[src/logic/tlpts_defs.svh]
`ifndef TLPTS_DEFS_SVH
`define TLPTS_DEFS_SVH

// ****************************************************************
// Constants of the transmit packet port
// ****************************************************************
`define TLPTS_W_NARROW 64
`define TLPTS_W_WIDE 128
`define TLPTS_DW_BITS 32
`define TLPTS_REM_W_NARROW 1
`define TLPTS_REM_W_WIDE 2
`define TLPTS_KEEP_ALL 4'hf
`define TLPTS_ST_IDLE 3'h1
`define TLPTS_ST_IN_PKT 3'h2
`define TLPTS_ST_DISCARD 3'h4

`endif

[src/logic/tlpts_pkg.sv]
`include "tlpts_defs.svh"

package tlpts_pkg;

    // ****************************************************************
    // Framing states
    // ****************************************************************
    typedef enum logic [2:0] {
        TLPTS_IDLE = `TLPTS_ST_IDLE,
        TLPTS_IN_PKT = `TLPTS_ST_IN_PKT,
        TLPTS_DISCARD = `TLPTS_ST_DISCARD
    } tlpts_state_t;

    // Dword i is valid when i is not below the remainder code.
    function automatic logic [3:0] tlpts_keep_from_rem(input logic [1:0] rem);
        logic [3:0] k;
        k = `TLPTS_KEEP_ALL << rem;
        return k;
    endfunction

endpackage

[src/logic/tlpts_beat_if.sv]
`timescale 1ns/100ps

interface tlpts_beat_if;
    logic eof_taken;
    logic [1:0] rem;
    logic [3:0] keep;
    modport src (output eof_taken, output rem, input keep);
    modport dec (input eof_taken, input rem, output keep);
endinterface

[src/logic/tlpts_tx_port.sv]
`timescale 1ns/100ps
`include "tlpts_defs.svh"

module tlpts_tx_port #(
    parameter int DATA_W = `TLPTS_W_NARROW,
    parameter int REM_W = (DATA_W == `TLPTS_W_WIDE) ? `TLPTS_REM_W_WIDE : `TLPTS_REM_W_NARROW,
    parameter int KEEP_W = DATA_W / `TLPTS_DW_BITS
) (
    // Clock and reset
    input wire logic core_clk,
    input wire logic resetn,
    // Beat stream from user logic
    input wire logic [DATA_W-1:0] tx_payload_bus,
    input wire logic sof_n,
    input wire logic eof_n,
    input wire logic [REM_W-1:0] rem_n,
    input wire logic src_rdy_n,
    input wire logic src_dsc_n,
    output logic dst_rdy_n,
    // Framed beats toward the link layer
    input wire logic out_ready,
    output logic out_valid,
    output logic [DATA_W-1:0] out_data,
    output logic out_sof,
    output logic out_eof,
    output logic [KEEP_W-1:0] out_keep,
    output logic out_abort,
    // Framing violation seen on the user stream
    output logic proto_err
);

    // ****************************************************************
    // State
    // ****************************************************************
    typedef struct packed {
        logic [DATA_W-1:0] data;
        logic sof;
        logic eof;
        logic [KEEP_W-1:0] keep;
        logic abort;
    } tlpts_beat_t;

    typedef struct packed {
        tlpts_pkg::tlpts_state_t st;
        logic dst_rdy_n;
        logic a_vld;
        tlpts_beat_t a;
        logic b_vld;
        tlpts_beat_t b;
        logic proto_err;
    } tlpts_regs_t;

    localparam tlpts_regs_t RST_VAL = '{
        st: tlpts_pkg::TLPTS_IDLE,
        dst_rdy_n: 1'b1,
        a_vld: 1'b0,
        a: '0,
        b_vld: 1'b0,
        b: '0,
        proto_err: 1'b0
    };

    tlpts_regs_t q_ff;
    tlpts_regs_t nxt_q;
    tlpts_beat_t beat;
    logic push;
    logic xfer;
    logic [1:0] occ;

    tlpts_beat_if bi ();

    // ****************************************************************
    // Remainder decode
    // ****************************************************************
    assign xfer = ~src_rdy_n & ~q_ff.dst_rdy_n;
    assign bi.eof_taken = xfer & ~eof_n;

    generate
        if (DATA_W == `TLPTS_W_WIDE) begin : g_rem_wide
            assign bi.rem = rem_n[1:0];
        end else begin : g_rem_narrow
            assign bi.rem = {1'b0, rem_n[0]};
        end
    endgenerate

    tlpts_rem_decode u_rem_decode (
        .bi(bi)
    );

    // ****************************************************************
    // Framing and two-entry holding stage
    // ****************************************************************
    // Two entries let destination-ready come from a flip-flop and still keep
    // one beat per cycle: ready is offered only while the second slot is free.
    always_comb begin
        nxt_q = q_ff;
        nxt_q.proto_err = 1'b0;
        push = 1'b0;
        beat.data = tx_payload_bus;
        beat.sof = ~sof_n;
        beat.eof = ~eof_n;
        beat.keep = bi.keep[KEEP_W-1:0];
        beat.abort = 1'b0;
        if (xfer) begin
            case (q_ff.st)
                tlpts_pkg::TLPTS_IDLE: begin
                    if (!sof_n) begin
                        push = 1'b1;
                        if (!src_dsc_n) begin
                            nxt_q.proto_err = 1'b1;
                            beat.abort = 1'b1;
                            beat.eof = 1'b1;
                            nxt_q.st = eof_n ? tlpts_pkg::TLPTS_DISCARD : tlpts_pkg::TLPTS_IDLE;
                        end else begin
                            nxt_q.st = eof_n ? tlpts_pkg::TLPTS_IN_PKT : tlpts_pkg::TLPTS_IDLE;
                        end
                    end else begin
                        // A beat outside a packet has no header to belong to.
                        nxt_q.proto_err = 1'b1;
                    end
                end
                tlpts_pkg::TLPTS_IN_PKT: begin
                    if (!sof_n) begin
                        nxt_q.proto_err = 1'b1;
                    end else begin
                        push = 1'b1;
                        if (!src_dsc_n) begin
                            beat.abort = 1'b1;
                            beat.eof = 1'b1;
                        end
                        if (!eof_n) begin
                            nxt_q.st = tlpts_pkg::TLPTS_IDLE;
                        end else if (!src_dsc_n) begin
                            nxt_q.st = tlpts_pkg::TLPTS_DISCARD;
                        end
                    end
                end
                tlpts_pkg::TLPTS_DISCARD: begin
                    if (!eof_n) begin
                        nxt_q.st = tlpts_pkg::TLPTS_IDLE;
                    end
                end
                default: begin
                    nxt_q.st = tlpts_pkg::TLPTS_IDLE;
                end
            endcase
        end
        if (q_ff.a_vld && out_ready) begin
            nxt_q.a = q_ff.b;
            nxt_q.a_vld = q_ff.b_vld;
            nxt_q.b_vld = 1'b0;
        end
        if (push) begin
            if (!nxt_q.a_vld) begin
                nxt_q.a = beat;
                nxt_q.a_vld = 1'b1;
            end else begin
                nxt_q.b = beat;
                nxt_q.b_vld = 1'b1;
            end
        end
        nxt_q.dst_rdy_n = nxt_q.b_vld;
    end

    always_ff @(posedge core_clk) begin
        if (!resetn) begin
            q_ff <= RST_VAL;
        end else begin
            q_ff <= nxt_q;
        end
    end

    // ****************************************************************
    // Outputs
    // ****************************************************************
    assign dst_rdy_n = q_ff.dst_rdy_n;
    assign out_valid = q_ff.a_vld;
    assign out_data = q_ff.a.data;
    assign out_sof = q_ff.a.sof;
    assign out_eof = q_ff.a.eof;
    assign out_keep = q_ff.a.keep;
    assign out_abort = q_ff.a.abort;
    assign proto_err = q_ff.proto_err;

    // ****************************************************************
    // Checks
    // ****************************************************************
    assign occ = {1'b0, q_ff.a_vld} + {1'b0, q_ff.b_vld};
endmodule // tlpts_tx_port

[src/logic/tlpts_rem_decode.sv]
`timescale 1ns/100ps
`include "tlpts_defs.svh"

module tlpts_rem_decode (
    // Beat to decode
    tlpts_beat_if.dec bi
);

    // ****************************************************************
    // Remainder to dword enables
    // ****************************************************************
    // The code only counts on an accepted end beat; elsewhere all lanes carry data.
    always_comb begin
        bi.keep = bi.eof_taken ? tlpts_pkg::tlpts_keep_from_rem(bi.rem) : `TLPTS_KEEP_ALL;
    end

endmodule // tlpts_rem_decode

[config.mk]
export PLATFORM = sky130hd
export DESIGN_NAME = tlpts_tx_port
export DESIGN_NICKNAME = d
export VERILOG_FILES = /design/src/logic/tlpts_pkg.sv /design/src/logic/tlpts_beat_if.sv /design/src/logic/tlpts_tx_port.sv /design/src/logic/tlpts_rem_decode.sv
export VERILOG_INCLUDE_DIRS = /design/src /design/src/logic
export SDC_FILE = /design/constraint.sdc
export NUM_CORES = 1
export LEC_CHECK = 0
export BUFFER_PORTS_ARGS = -buffer_cell sky130_fd_sc_hd__buf_2
export CAP_MARGIN = 15
export CORE_UTILIZATION = 55
export CTS_CLUSTER_DIAMETER = 60
export DETAILED_ROUTE_END_ITERATION = 8
export PLACE_DENSITY = 0.81
export SLEW_MARGIN = 10
export SYNTH_ARGS = -nofsm -noshare
export SYNTH_HDL_FRONTEND = slang
export SYNTH_SLANG_ARGS = --single-unit
[constraint.sdc]
create_clock -name core_clk -period 3.65 [get_ports core_clk]
set_clock_uncertainty 0.05 [all_clocks]
set_input_delay 0.9125 -clock core_clk [delete_from_list [all_inputs] [get_ports core_clk]]
set_output_delay 0.9125 -clock core_clk [all_outputs]
set_load 0.005 [all_outputs]
**Word level (Yosys, flattened, before mapping)**

Cells that the tools add are included.

- Register bits: 145
- Input port bits: 72
- Output and inout bits: 72
- Logic and storage cells: 63

- Equality and inequality tests: 7
- Shifts and indexed selects: 1
- Muxes and demuxes: 30
- Bitwise gates (word level): 6
- Reduce and logical (&&, ||, !) cells: 4

Operators by type and width:

| kind | count |
|---|---|
| 2-to-1 mux 140 bit | 1 |
| 2-to-1 mux 71 bit | 1 |
| 2-to-1 mux 70 bit | 1 |
| 2-to-1 mux 69 bit | 1 |
| 2-to-1 mux 3 bit | 7 |
| 2-to-1 mux 1 bit | 12 |
| case mux 3 bit (3 select lines) | 1 |
| case mux 1 bit (2 select lines) | 4 |
| != test 2 bit, second input constant | 3 |
| AND reduction 5 bit | 1 |
| 2-to-1 mux 2 bit | 2 |
| inverter 1 bit | 4 |
| AND reduction 2 bit | 2 |
| left shift 4 x 1 -> 2 bit, first input constant | 1 |
| equality test 3 x 1 -> 1 bit, second input constant | 1 |
| equality test 3 x 2 -> 1 bit, second input constant | 1 |
| equality test 3 bit, second input constant | 1 |
| != test 3 bit, second input constant | 1 |
| bitwise AND 1 bit | 2 |
| logical AND 1 bit | 1 |

**Longest topological paths before layout**

- Depth after elaboration: 7
- Gate-level depth with buffers: 7
- Depth with buffers taken out: 4

**Cells and area by module**

A second synthesis with hierarchy kept.

- Cell total of the unflattened synthesis: 734
- Area total of the unflattened synthesis: 6667.6 um^2

Modules (own cells, without submodules):

| module | instances | cells each | area an instance (um^2) | seq. area each (um^2) |
|---|---|---|---|---|
| tlpts_tx_port | 1 | 729 | 6642.6 | 2902.8 |
| tlpts_rem_decode | 1 | 5 | 25.0 | 0.0 |

**Least setup slack after synthesis**

No wires, ideal clock.

- Kind: in2reg
- Start point: input sof_n
- End point: register q_ff[45] (netlist bit)
- Setup time: 0.128 ns
- Data arrival time: 2.237 ns
- Data required time: 3.472 ns
- Path slack: 1.235 ns
- Stages: 7
- Path through: or3b_1 -> a2111o_1 -> buf_6 -> buf_6 -> buf_6 -> nand3_1 -> o21ai_1

- Longest elaborated chain between the ends: 4
- Elaborated cells between the ends (all ways): 5
- Those cells by class: 4 x mux; 1 x reduce/logical

RTL lines:

| item | line | source |
|---|---|---|
| from (decl) | tlpts_tx_port.sv:14 | `input wire logic sof_n,` |
| 2-to-1 mux 1 bit (on tied branches) | tlpts_tx_port.sv:123, tlpts_tx_port.sv:107 |  |
| case mux 1 bit (2 select lines) * | tlpts_tx_port.sv:105 | `case (q_ff.st)` |
| 2-to-1 mux 1 bit * | tlpts_tx_port.sv:104 | `if (xfer) begin` |
| AND reduction 2 bit (no line) * | -- |  |
| to (signal assigned) | tlpts_tx_port.sv:169 | `q_ff <= nxt_q;` |
| to (decl) | tlpts_tx_port.sv:63 | `tlpts_regs_t q_ff;` |

Mark *: on every way between the ends. The rest lies on a longest branch, timed or not.
A chain may end at the register's enable or synchronous reset.

**Final worst setup path**

- Start point: input sof_n
- End point: register q_ff[27] (netlist bit)

The elaborated chain is that of the path after synthesis.

==> summary.json <==
{
  "run_status": "finished clean",
  "final_max_slew_violation_count": 0,
  "place_congestion": 0.764,
  "drtPass1Iterations": 5,
  "finalHoldWorstSlack_ps": 399,
  "min_period_ps": 2470,
  "clock_sinks": 145,
  "crit_path_cells": "buf_2, or3b_1, a2111o_2, buf_4, nand3_1, o21ai_0",
  "drive_gt1_frac": 0.316,
  "ctsHoldBuffers": 0,
  "worst_ep_arrival_time_ps": 2660,
  "setup-tns-final_ps": 0,
  "p_r_area_growth_vs_syn_pct": 12.0,
  "static-leakage-power_uw": 0.00312,
  "clk_pin_slew_worst_paths_ps": 50,
  "timing.final.crit_share": 0.676,
  "number_of_antenna_violations_at_the_first_check_in_global_routing": 1,
  "yosys_warnings": 0,
  "cap_viol_max_count": 0,
  "design.portCount": 144,
  "ys_async_sr_fraction": 0,
  "final-setup-viol-count": 0,
  "ys_dominant_reg_cell": "sky130_fd_sc_hd__dfxtp_1",
  "initial_utilization": 0.576,
  "crit-reg2reg-launch": "q_ff[142]",
  "grt_setup_unrepaired": "no",
  "cp_num_buf_inv": 2,
  "wire_per_inst_um": 14.2,
  "worst-setup-path-type": "primary input to register",
  "setup.worst_path.end": "q_ff[27]",
  "vias_per_cell": 5.56,
  "postCtsSetupBuffers": 0,
  "ir_drop_mv": 0.348,
  "max_slew_headroom_at_the_worst_pin": 0.300,
  "maxClockFrequency_ghz": 0.405,
  "synth.avg_cell_area_um2": 8.79,
  "io_buffer_count": 143,
  "tritoncts.num_buffers": 17,
  "post_cts.resized_instances": 0,
  "coreArea_mm2": 0.0111,
  "antenna_left": 0,
  "die_w_um": 110,
  "layout_setup_ws_ps": 1180,
  "most-common-layout-cells": "sky130_fd_sc_hd__dfxtp_1 (145), sky130_fd_sc_hd__buf_2 (142), sky130_fd_sc_hd__nand3_1 (137), sky130_fd_sc_hd__o21ai_0 (98), sky130_fd_sc_hd__nand2_1 (71)",
  "ys_ff_latch": 145,
  "pre_cts_ws_ps": 685,
  "grt_max_degree": 138,
  "worst_setup_path_start": "sof_n",
  "ctsLongestPathBuffers": 2,
  "synth_fp_nets": 798,
  "detail_route.iter0.violations": 377,
  "hold_class": "register to register",
  "crit_path_top_delay_cell": "sky130_fd_sc_hd__a2111o_2",
  "detailroute.via_count": 5108,
  "grt_overflow_total": 0,
  "drc": 0,
  "reg2regPathDepth": 5,
  "numPlacedInstances": 887,
  "grtUsageTotal": 0.225,
  "cellPowerDensity_mw_per_mm2": 490,
  "ff2ff_setup_slack_ps": 1400,
  "fp-row-count": 38,
  "hold_path.startpoint": "q_ff[3]",
  "final_design_area_no_fill_mm2": 0.00715,
  "crit_family": "simple AND/OR/NAND/NOR gates",
  "finalNonFillerCells": 919,
  "die_footprint_mm2": 0.0120,
  "grt_first_pass_wirelength_mm": 21.0,
  "routed_wl_mm": 13.1,
  "number_of_enable_flip_flop_cells_after_synthesis": 0,
  "seq_area_frac_synth": 0.455,
  "report.final.hold_viol_count": 0,
  "dp_hpwl_mm": 8.34,
  "timing.critical_path.from_type": "primary input",
  "path_max_fanout": 90,
  "tritoncts": "built",
  "fin_nets": 839,
  "floorplan.die.height_um": 110,
  "clk_root_buffer_cell": "sky130_fd_sc_hd__clkbuf_16",
  "critical-path-max-stage-delay_ps": 500,
  "htree_levels": 4,
  "first_global_vias": 4926,
  "crit_required_ps": 3850,
  "synthDistinctLibCells": 35,
  "postSynthCellCount": 726,
  "clkLatencyLatePin_ps": 410,
  "timing.critical_path.to_type": "register",
  "mostFrequentLayoutCell": "sky130_fd_sc_hd__dfxtp_1",
  "postPlaceCellArea_mm2": 0.00656,
  "cp_num_cells": 6,
  "worst_slew_pin_slew_ps": 1040,
  "post_synth_instance_area_mm2": 0.00638,
  "r2r-end": "q_ff[27]"
}
==> synth_stat cells (2+ instances only) <==
cell type	instances	area (um^2)
sky130_fd_sc_hd__a21oi_1	4	20.0
sky130_fd_sc_hd__buf_1	25	93.8
sky130_fd_sc_hd__buf_2	5	25.0
sky130_fd_sc_hd__buf_4	66	495
sky130_fd_sc_hd__buf_6	9	101
sky130_fd_sc_hd__clkbuf_1	22	82.6
sky130_fd_sc_hd__dfxtp_1	145	2900
sky130_fd_sc_hd__inv_1	4	15.0
sky130_fd_sc_hd__mux2_2	68	766
sky130_fd_sc_hd__mux2i_1	4	40.0
sky130_fd_sc_hd__nand2_1	72	270
sky130_fd_sc_hd__nand2b_1	3	18.8
sky130_fd_sc_hd__nand3_1	137	686
sky130_fd_sc_hd__nor2_1	5	18.8
sky130_fd_sc_hd__nor2b_1	2	12.5
sky130_fd_sc_hd__o21ai_0	98	490
sky130_fd_sc_hd__o21ai_1	39	195
==> worst min-delay path by stage <==
stage / end / cells after the start
final: q_ff[3] / 2
after global placement: q_ff[3] / 2
after CTS: q_ff[3] / 2
after detailed placement: q_ff[3] / 2
after floorplan: q_ff[3] / 2
after global routing: q_ff[3] / 2
==> routing by layer <==
| metal | track usage | vias to the layer above | wire length, um |
|---|---|---|---|
| met5 | 0 | - | 0 |
| met4 | 0.111 | 0 | 293 |
| met3 | 0.0735 | 22 | 780 |
| met2 | 0.401 | 143 | 6600 |
| met1 | 0.236 | 2391 | 5420 |
| li1 | - | 2552 | - |
==> final cells by class <==
cell class,instances,area (um^2)
Tap cell,140,175
Fill cell,944,3930
Multi-Input combinational cell,450,2690
Inverter,4,15.0
Sequential cell,145,2900
Clock inverter,7,85.1
Antenna cell,1,2.50
Clock buffer,23,468
Timing Repair Buffer,149,812
==> registers in the layout, indices dropped and copies added (netlist names) <==
name       flops
proto_err      1
q_ff          73
out_data      64
out_sof        1
out_keep       2
out_valid      1
out_abort      1
out_eof        1
dst_rdy_n      1
==> worst min-delay path: cells and delay by family (launching register included) <==
family | cells | cell delay [ps]
AO/OA/AOI/OAI | 1 | 50
flip-flops | 1 | 310
buffers and inverters | 1 | 50
==> cells by family after synthesis <==
family	count (synthesis)	share of synthesized area
multiplexers	72	0.126
AO/OA/AOI/OAI	151	0.124
flip-flops	145	0.455
AND/OR/NAND/NOR	227	0.167
buffers and inverters	131	0.127
==> power by group <==
part	internal (uW)	switching, uW	total [uW]
clock network	1030	599	1630
registers	1620	17.6	1630
logic	105	134	239
==> through the flow <==
| stage | util | total power (uW) |
|---|---|---|
| floorplan | - | 1840 |
| detailed placement | 0.593 | 1900 |
| CTS | 0.642 | 3530 |
| global route | 0.645 | 3630 |
| global placement | 0.593 | 1890 |
| finish | 0.645 | 3500 |
No activity file was read; power rests on OpenSTA's default activity.
